### config.mk
export PLATFORM = sky130hd
export DESIGN_NAME = fdo_top
export DESIGN_NICKNAME = d
export VERILOG_FILES = /design/src/fdo_out_reg.v /design/src/fdo_top.v
export VERILOG_INCLUDE_DIRS = /design/src
export SDC_FILE = /design/constraint.sdc
export NUM_CORES = 1
export LEC_CHECK = 0
export BUFFER_PORTS_ARGS = -buffer_cell sky130_fd_sc_hd__buf_4
export CORE_ASPECT_RATIO = 1.75
export CORE_MARGIN = 2
export CORE_UTILIZATION = 40
export DETAILED_ROUTE_END_ITERATION = 6
export GPL_TIMING_DRIVEN = 0
export PLACE_DENSITY_LB_ADDON = 0.1
export SLEW_MARGIN = 20
export SYNTH_ARGS = -nofsm -noshare
export SYNTH_HDL_FRONTEND = slang
export SYNTH_SLANG_ARGS = --single-unit
### constraint.sdc
create_clock -name clk -period 3.6 [get_ports clk]
set_input_delay 0.36 -clock clk [delete_from_list [all_inputs] [get_ports clk]]
set_output_delay 0.36 -clock clk [all_outputs]
set_load 0.01 [all_outputs]
### src/fdo_map.vh
// Register offsets, field positions and reset values of the drive control outputs
`ifndef FDO_MAP_VH
`define FDO_MAP_VH

// ==========================================
// Register byte offsets
`define FDO_OFS_DIGOUT   8'h00
`define FDO_OFS_DSR      8'h04
`define FDO_OFS_CFGCTL   8'h08
`define FDO_OFS_FUNCEN   8'h0c
`define FDO_OFS_FUNCCTL  8'h10
`define FDO_OFS_MODE     8'h14
`define FDO_OFS_STA      8'h18

// ==========================================
// Field positions
`define FDO_DIGOUT_SEL_LO   0
`define FDO_DIGOUT_SEL_HI   1
`define FDO_DIGOUT_MOTOR_LO 4
`define FDO_DIGOUT_MOTOR_HI 7
`define FDO_RATE_LO      0
`define FDO_RATE_HI      1
`define FDO_FUNCEN_ENC   4
`define FDO_FUNCCTL_SWAP 4
`define FDO_MODE_DEN_LO  0
`define FDO_MODE_DEN_HI  1
`define FDO_MODE_PPORT   2
`define FDO_MODE_ROUTE   3
`define FDO_MODE_ALT     4
`define FDO_STA_DRIVE2   7

// ==========================================
// Encodings
`define FDO_RATE_300K    2'h1
`define FDO_RATE_250K    2'h2
`define FDO_DEN_HIGH     2'h1
`define FDO_DEN_LOW      2'h2

// ==========================================
// Reset values
`define FDO_RST_DIGOUT   8'h00
`define FDO_RST_RATE     2'h0
`define FDO_RST_BYTE     8'h00
`define FDO_RST_WORD     32'h0000_0000

`endif

### src/fdo_out_reg.v
// Output register with a constant reset value, one per group of drive pins
module fdo_out_reg #(
    parameter       W   = 1,
    parameter [W-1:0] RST = {W{1'b0}}
) (
    // Clock and reset
    input  wire         clk,
    input  wire         arst_n,
    // Data
    input  wire [W-1:0] d,
    output reg  [W-1:0] q
);

    // ==========================================
    // Storage
    // Reset takes only the constant, never a port value
    always @(posedge clk or negedge arst_n) begin
        if (!arst_n) begin
            q <= RST;
        end else begin
            q <= d;
        end
    end

endmodule // fdo_out_reg

### src/fdo_top.v
// Floppy drive control outputs: density, direction, drive selects, rate pins
//
// The implementer's own choices: register access over APB and the register addresses.
`include "fdo_map.vh"

module fdo_top (
    // Clock and reset
    input  wire        clk,
    input  wire        arst_n,
    // APB slave
    input  wire        psel,
    input  wire        penable,
    input  wire        pwrite,
    input  wire [7:0]  paddr,
    input  wire [31:0] pwdata,
    output reg         pready,
    output reg  [31:0] prdata,
    output reg         pslverr,
    // Controller core status
    input  wire        seek_active,
    input  wire        seek_inward,
    input  wire        rw_active,
    // Drive inputs
    input  wire        drive_type_ident,
    input  wire        second_drive_present,
    // Drive outputs
    output wire        density_select_out,
    output wire        step_direction_out,
    output wire [1:0]  drive_select_out_n,
    output wire [3:0]  motor_enable_out,
    output wire [1:0]  rate_indicator_out,
    // Parallel port copies
    output wire        pp_floppy_active,
    output wire        pp_density_select_out,
    output wire        pp_step_direction_out,
    output wire        pp_drive_select_out_n
);

    // ==========================================
    // Register state
    reg  [7:0] digital_output_reg;
    reg  [1:0] data_rate_reg;
    reg  [1:0] config_control_reg;
    reg        rate_from_cfg;
    reg  [7:0] function_enable_reg;
    reg  [7:0] function_control_reg;
    reg  [7:0] mode_reg;

    wire       access;
    wire       wr_now;
    wire       rd_now;
    wire       mapped;
    reg  [31:0] next_prdata;

    // ==========================================
    // APB handshake
    // One wait state so that pready and prdata both come from flops
    assign access = psel & penable & ~pready;
    assign wr_now = access & pwrite;
    assign rd_now = access & ~pwrite;
    assign mapped = (paddr == `FDO_OFS_DIGOUT)  || (paddr == `FDO_OFS_DSR) ||
                    (paddr == `FDO_OFS_CFGCTL)  || (paddr == `FDO_OFS_FUNCEN) ||
                    (paddr == `FDO_OFS_FUNCCTL) || (paddr == `FDO_OFS_MODE) ||
                    (paddr == `FDO_OFS_STA);

    // Answer flops
    always @(posedge clk or negedge arst_n) begin
        if (!arst_n) begin
            pready  <= 1'b0;
            pslverr <= 1'b0;
            prdata  <= `FDO_RST_WORD;
        end else begin
            pready  <= access;
            pslverr <= access & ~mapped;
            prdata  <= rd_now ? next_prdata : `FDO_RST_WORD;
        end
    end

    // ==========================================
    // Register writes, taken on the edge where pready is sampled high
    wire wr_take;
    assign wr_take = psel & penable & pready & pwrite;

    always @(posedge clk or negedge arst_n) begin
        if (!arst_n) begin
            digital_output_reg   <= `FDO_RST_DIGOUT;
            data_rate_reg        <= `FDO_RST_RATE;
            config_control_reg   <= `FDO_RST_RATE;
            rate_from_cfg        <= 1'b0;
            function_enable_reg  <= `FDO_RST_BYTE;
            function_control_reg <= `FDO_RST_BYTE;
            mode_reg             <= `FDO_RST_BYTE;
        end else if (wr_take) begin
            case (paddr)
                `FDO_OFS_DIGOUT: begin
                    digital_output_reg <= pwdata[7:0];
                end
                `FDO_OFS_DSR: begin
                    data_rate_reg <= pwdata[`FDO_RATE_HI:`FDO_RATE_LO];
                    rate_from_cfg <= 1'b0;
                end
                `FDO_OFS_CFGCTL: begin
                    config_control_reg <= pwdata[`FDO_RATE_HI:`FDO_RATE_LO];
                    rate_from_cfg      <= 1'b1;
                end
                `FDO_OFS_FUNCEN: begin
                    function_enable_reg <= pwdata[7:0];
                end
                `FDO_OFS_FUNCCTL: begin
                    function_control_reg <= pwdata[7:0];
                end
                `FDO_OFS_MODE: begin
                    mode_reg <= pwdata[7:0];
                end
                default: begin
                    mode_reg <= mode_reg;
                end
            endcase
        end
    end

    // ==========================================
    // Rate and density
    wire [1:0] cur_rate;
    wire [1:0] den_setting;
    reg        high_density;
    wire       next_density;

    // Last written rate register wins
    assign cur_rate    = rate_from_cfg ? config_control_reg : data_rate_reg;
    assign den_setting = mode_reg[`FDO_MODE_DEN_HI:`FDO_MODE_DEN_LO];

    // Forced setting overrides the rate-based choice
    always @* begin
        case (den_setting)
            `FDO_DEN_HIGH: high_density = 1'b1;
            `FDO_DEN_LOW:  high_density = 1'b0;
            default: high_density = (cur_rate != `FDO_RATE_300K) &&
                                    (cur_rate != `FDO_RATE_250K);
        endcase
    end

    // Polarity flips with drive type
    assign next_density = drive_type_ident ? high_density : ~high_density;

    // ==========================================
    // Head direction
    // Reads and writes override, so a stale seek flag cannot leak out
    wire next_direction;
    assign next_direction = seek_active & seek_inward & ~rw_active;

    // ==========================================
    // Drive selects
    wire [1:0] sel;
    wire [3:0] motor;
    wire       swap;
    wire       encoded;
    reg  [1:0] next_select_n;
    wire       log0_n;
    wire       log1_n;

    assign sel     = digital_output_reg[`FDO_DIGOUT_SEL_HI:`FDO_DIGOUT_SEL_LO];
    assign motor   = digital_output_reg[`FDO_DIGOUT_MOTOR_HI:`FDO_DIGOUT_MOTOR_LO];
    assign swap    = function_control_reg[`FDO_FUNCCTL_SWAP];
    assign encoded = function_enable_reg[`FDO_FUNCEN_ENC];

    // Logical drive 0 and 1 selects, gated by their motor bits
    assign log0_n = ~((sel == 2'h0) & motor[0]);
    assign log1_n = ~((sel == 2'h1) & motor[1]);

    // Encoded form carries the drive number only while its motor runs;
    // all-high is then the idle pattern, so drive 0 shares it with idle
    always @* begin
        if (encoded) begin
            next_select_n = motor[sel] ? ~sel : 2'h3;
        end else if (swap) begin
            next_select_n = {log0_n, log1_n};
        end else begin
            next_select_n = {log1_n, log0_n};
        end
    end

    // ==========================================
    // Parallel port copies
    wire pp_on;
    wire next_pp_den;
    wire next_pp_dir;
    wire next_pp_sel_n;

    assign pp_on         = mode_reg[`FDO_MODE_PPORT] & ~mode_reg[`FDO_MODE_ROUTE];
    assign next_pp_den   = pp_on ? next_density : 1'b0;
    assign next_pp_dir   = pp_on ? next_direction : 1'b0;
    assign next_pp_sel_n = pp_on ? (swap ? log0_n : log1_n) : 1'b1;

    // ==========================================
    // Read mux
    always @* begin
        next_prdata = `FDO_RST_WORD;
        case (paddr)
            `FDO_OFS_DIGOUT:  next_prdata[7:0] = digital_output_reg;
            `FDO_OFS_DSR:     next_prdata[1:0] = data_rate_reg;
            `FDO_OFS_CFGCTL:  next_prdata[1:0] = config_control_reg;
            `FDO_OFS_FUNCEN:  next_prdata[7:0] = function_enable_reg;
            `FDO_OFS_FUNCCTL: next_prdata[7:0] = function_control_reg;
            `FDO_OFS_MODE: next_prdata[7:0] = mode_reg;
            `FDO_OFS_STA: begin
                // Drive present only shown in the alternate mode
                next_prdata[`FDO_STA_DRIVE2] = mode_reg[`FDO_MODE_ALT] &
                                             second_drive_present;
                next_prdata[3:0] = {step_direction_out, density_select_out,
                                    drive_select_out_n};
            end
            default: next_prdata = `FDO_RST_WORD;
        endcase
    end

    // ==========================================
    // Output flops: selects idle high, direction low from reset
    fdo_out_reg #(
        .W   (10),
        .RST (10'h003)
    ) u_drive_reg (
        .clk    (clk),
        .arst_n (arst_n),
        .d      ({next_density, next_direction, motor, cur_rate, next_select_n}),
        .q      ({density_select_out, step_direction_out, motor_enable_out,
                  rate_indicator_out, drive_select_out_n})
    );

    // Parallel copies idle inactive while the port is not routed
    fdo_out_reg #(
        .W   (4),
        .RST (4'h1)
    ) u_pp_reg (
        .clk    (clk),
        .arst_n (arst_n),
        .d      ({pp_on, next_pp_den, next_pp_dir, next_pp_sel_n}),
        .q      ({pp_floppy_active, pp_density_select_out, pp_step_direction_out,
                  pp_drive_select_out_n})
    );

endmodule // fdo_top

-- Word-level counts from Yosys, hierarchy flattened
Cells that the tools add are included.
- flip-flop bits (word level): 61
- input port bits: 50
- logic and storage cells: 80
- $lt $le $gt $ge: 1
- equality and inequality tests: 11
- muxes and demuxes: 18
- bitwise operators: 21
- reductions and logical operators: 17
- operator list (cell ; count):
    8-bit by 5-bit equality test with 1-bit output (second input constant) ; 3
    8-bit by 4-bit equality test with 1-bit output (second input constant) ; 2
    2-bit case mux with 7 select lines ; 1
    2-bit AND reduction ; 7
    1-bit bitwise AND ; 12
    3-bit case mux with 4 select lines ; 1
    2-bit case mux with 5 select lines ; 1
    8-bit by 3-bit equality test with 1-bit output (second input constant) ; 1
    8-bit logical NOT ; 1
    2-bit 2-to-1 mux ; 4
    8-bit 2-to-1 mux ; 1
    1-bit NOT ; 8
    1-bit logical OR ; 6
    1-bit 2-to-1 mux ; 6
    1-bit case mux with 5 select lines ; 1
    2-bit by 1-bit equality test with 1-bit output (second input constant) ; 2
    1-bit case mux with 2 select lines ; 2
    2-bit by 3-bit less-than comparator with 1-bit output (second input constant) ; 1
    1-bit binary-select mux with 2-bit select ; 1
    2-bit equality test (second input constant) ; 1
    2-bit logical NOT ; 1
    2-bit by 1-bit != test with 1-bit output (second input constant) ; 1
    2-bit != test (second input constant) ; 1
    2-bit NOT ; 1
    2 further kinds ; 2

-- Depth between registers and ports, before layout
- depth in word-level cells: 9
- depth in mapped cells: 6
- mapped depth without buffers: 5

-- Hierarchy
From an unflattened synthesis, not the netlist that was laid out.
- cells, all modules: 252
- area total of the unflattened synthesis: 2951.6 um^2
- modules (own cells, without submodules) (module ; times used ; cells each ; area an instance (um^2) ; seq. area each (um^2)):
    fdo_top ; 1 ; 238 ; 2597.5 ; 1176.1
    fdo_out_reg at u_drive_reg ; 1 ; 10 ; 252.7 ; 252.7
    fdo_out_reg at u_pp_reg ; 1 ; 4 ; 101.3 ; 101.3

-- Worst setup path before layout
OpenSTA, ideal clock, no wires.
- kind: input -> register
- start: in paddr[7]
- end: reg function_enable_reg[0]
- library setup time: 0.125 ns
- data arrival time: 1.696 ns
- required time: 3.475 ns
- setup slack: 1.780 ns
- stages on the path: 4
- buffers on the path: 1
- cells stage by stage: or3_1 -> buf_6 -> nor4_4 -> mux2_2
- word-level cells in the longest chain between the ends: 2
- RTL lines (item ; RTL line ; source):
    start, declared ; fdo_top.v:14 ; input wire [7:0] paddr,
    8-bit by 4-bit equality test with 1-bit output ; fdo_top.v:94 ; case (paddr)
    2-bit AND reduction (no source line) ; n/a ;
    end signal, assigned ; fdo_top.v:90 ; function_enable_reg <= `FDO_RST_BYTE;
    end signal, assigned ; fdo_top.v:107 ; function_enable_reg <= pwdata[7:0];
    end, declared ; fdo_top.v:45 ; reg [7:0] function_enable_reg;
Every way passes these cells.
A chain may end at the register's enable or synchronous reset.

-- Final worst setup path
- start: in paddr[2]
- end: reg function_enable_reg[2]
Same word-level chain as after synthesis.

==> out/results.ini <==
[run_status]
status=complete, no violations

[timing]
timing_hold_violations_final=0
post-route-period-util_pct=53.2
grt_setup_unrepaired=false
skew_ps=4.48
hold_ws_ps=99.9
slew_viol_final=0
finalCriticalPeriod_ps=1920
clock.fmax_mhz=522
tightest_slew_ps=760
max_slew_margin_pct=48.9
setup_tns_ps=0
setup_violations=0

[clock_tree]
root_buffer=clkbuf_16
cts_tree=built
clkSinkCount=61
post_cts_buffers=0
cts_resized=0
clk_pin_slew_ps=50
insertion_delay_ps=330
ctsHoldBuffers=0
h-tree-depth=3
cts_buffer_depth=2
numCtsBuffers=9

[setup_path]
cpMaxStageDelayCell=nor4_4
start_kind=input port
r2r_setup_slack_ps=1860
cpPeakStageDelay_ps=640
crit_path_end_kind=register
path_delay_family=simple AND/OR/NAND/NOR gates
worstPathArrival_ps=2130
path_class=in -> reg
crit_chain=buf_4, clkbuf_1, nand3b_1, nor4_4, mux2_2
critical_path.max_fanout=10
critPathBufInv=2
worst_ep_required_time_ps=3810

[global_routing]
overflow=0
gr-usage-all-layers_pct=18.6
grt_pass1_vias=2161
antenna_found_initial=0
grt_pass1_wl_um=11000
grt_max_degree=62

[die]
die_y_um=118
die_width_um=69.0
fp.coreArea_sq_mm=0.00718
io_pins=98
fp-row-count=41
dieArea_sq_mm=0.00812
start_util_pct=41.1

[finish]
largest-register=u_drive_reg.q
drive_gt1_share_pct=40.2
regArea_sq_mm=0.00153
syn_to_final_growth_pct=28.0
largest_reg_flops=10
nFillCells=676
fin_nets=384
final-instance-count-excl-fill=424
multi_input_area_sq_mm=0.00127
antenna_cells=0

[drt]
detail_route.wl_per_cell_um=16.3
viasPerCell=5.05
detail_route.first_pass.iterations=5
drt_wl_total_um=6910
drtIter0Drc=106
drc=0
vias=2142
antenna_left=0

[yosys]
async_flop_share_pct=100
yosysMostFrequentCell=dfrtp_1
yosysTopAreaCellShare_pct=49.1
synth_edf_count=0
synth.area.top_cells=dfrtp_1 49%, mux2_2 15%, buf_4 6.1%
synth-compound-area-share_pct=7.28
yosys_warnings=0
yosys.area.top_type=dfrtp_1
synth_simple_gate_area_share_pct=12.6
ys_types=48
synthMuxAreaShare_pct=18.6
synth.yosys.seq_area_share_pct=51.8
avgSynthCellArea_sq_um=11.8
synthFlopType=dfrtp_1
syn_area_sq_mm=0.00296
ys_seq_elements=61
synth_top_family_by_area=multiplexers
netlist_top_cells_count=58 x dfrtp_1, 40 x mux2_2, 24 x buf_4
synth_fa_ha_area_share_pct=0.423
syn_inst=251
synthXorXnorAreaFrac_pct=1.19

[placed_design]
port_buffers=48
place.gp.congestion=0.838
dp.cells=408
dp_hpwl_um=5020

[flow_run]
cap_viol_max_count=0

[power_and_ir_drop]
clkPwrFrac_pct=48.9
intPower_mw=1.25
p_sw_share_pct=21.9
power_density_mw_per_mm2=421
p_switching_mw=0.348
ir_drop_mv=0.393
power_frac_seq_pct=43.6
p_comb_share_pct=7.5
p_leak_nw=1.92

[hold_path]
hold_class=in -> async

## per-stage QoR
stage,utilization (%),setup slack (ps),instance area [sq um],power [mW]
after global routing,52.7,1560,3780,1.65
after CTS,52.7,1690,3780,1.61
after floorplan,-,1780,3040,0.769
after global placement,48.9,1330,3510,0.824
final,52.7,1680,3780,1.59
after detailed placement,48.9,1350,3510,0.825
## worst paths after layout
| kind | startpoint | to | depth (start not counted) |
|---|---|---|---|
| max in group asynchronous | arst_n | prdata[6]$_DFF_PN0_ | 1 |
| max reg2reg | pready$_DFF_PN0_ | function_enable_reg[2]$_DFFE_PN0P_ | 3 |
| min | arst_n | u_drive_reg.q[7]$_DFF_PN0_ | 1 |
| min in group clk | rw_active | u_drive_reg.q[8]$_DFF_PN0_ | 2 |
| min reg2reg | digital_output_reg[6]$_DFFE_PN0P_ | u_drive_reg.q[6]$_DFF_PN0_ | 0 |
| max | paddr[2] | function_enable_reg[2]$_DFFE_PN0P_ | 5 |
## cell type report
type	count	share of cell area (%)
Timing Repair Buffer	48	9.53
Sequential cell	61	40.5
Multi-Input combinational cell	177	33.7
Inverter	3	0.298
Clock inverter	1	0.132
Tap cell	86	2.84
Clock buffer	15	7.08
Buffer	33	5.95
## power groups by stage
stage | Sequential (mW) | Combinational (mW) | Clock, mW
after floorplan | 0.706 | 0.0630 | 0
after global placement | 0.705 | 0.118 | 0
after detailed placement | 0.706 | 0.119 | 0
after CTS | 0.694 | 0.120 | 0.798
after global routing | 0.694 | 0.134 | 0.826
final | 0.695 | 0.119 | 0.780
## cell usage in the layout, fill, tap and decap left out, types with 3 or more instances in the layout
cell	count
mux2i_1	10
and3_1	4
nand2_1	16
mux2_2	40
buf_4	72
xnor2_1	3
nor3_1	6
nor4_1	4
dfstp_2	3
clkbuf_1	7
nand3_1	3
conb_1	24
dfrtp_1	58
a211oi_1	3
inv_1	3
nor2b_1	4
clkbuf_16	9
nand2b_1	5
nor2_1	13
a21oi_1	8
## worst reg2reg max path, delay by kind of cell, from the launching register on
kind             cells  cell delay, ps
DFF                  1             350
and+or+nand+nor      2             860
muxes                1             410
## metal layers
layer | vias up | track usage (%) | share of wire, %
met1 | 1029 | 22.1 | 38
met5 | - | 0 | 0
met4 | 0 | 8.82 | 2.3
met2 | 86 | 31.1 | 53
li1 | 1012 | - | -
met3 | 15 | 3.73 | 6.3
## cell families after synthesis
| kind of cell | after synthesis |
|---|---|
| muxes | 50 |
| buffers and inverters | 36 |
| other | 1 |
| adders and majority gates | 1 |
| and+or+nand+nor | 68 |
| xor gates and xnor gates | 4 |
| DFF | 61 |
| AOI/OAI and AO/OA | 30 |
No activity file was read; power rests on OpenSTA's default activity.
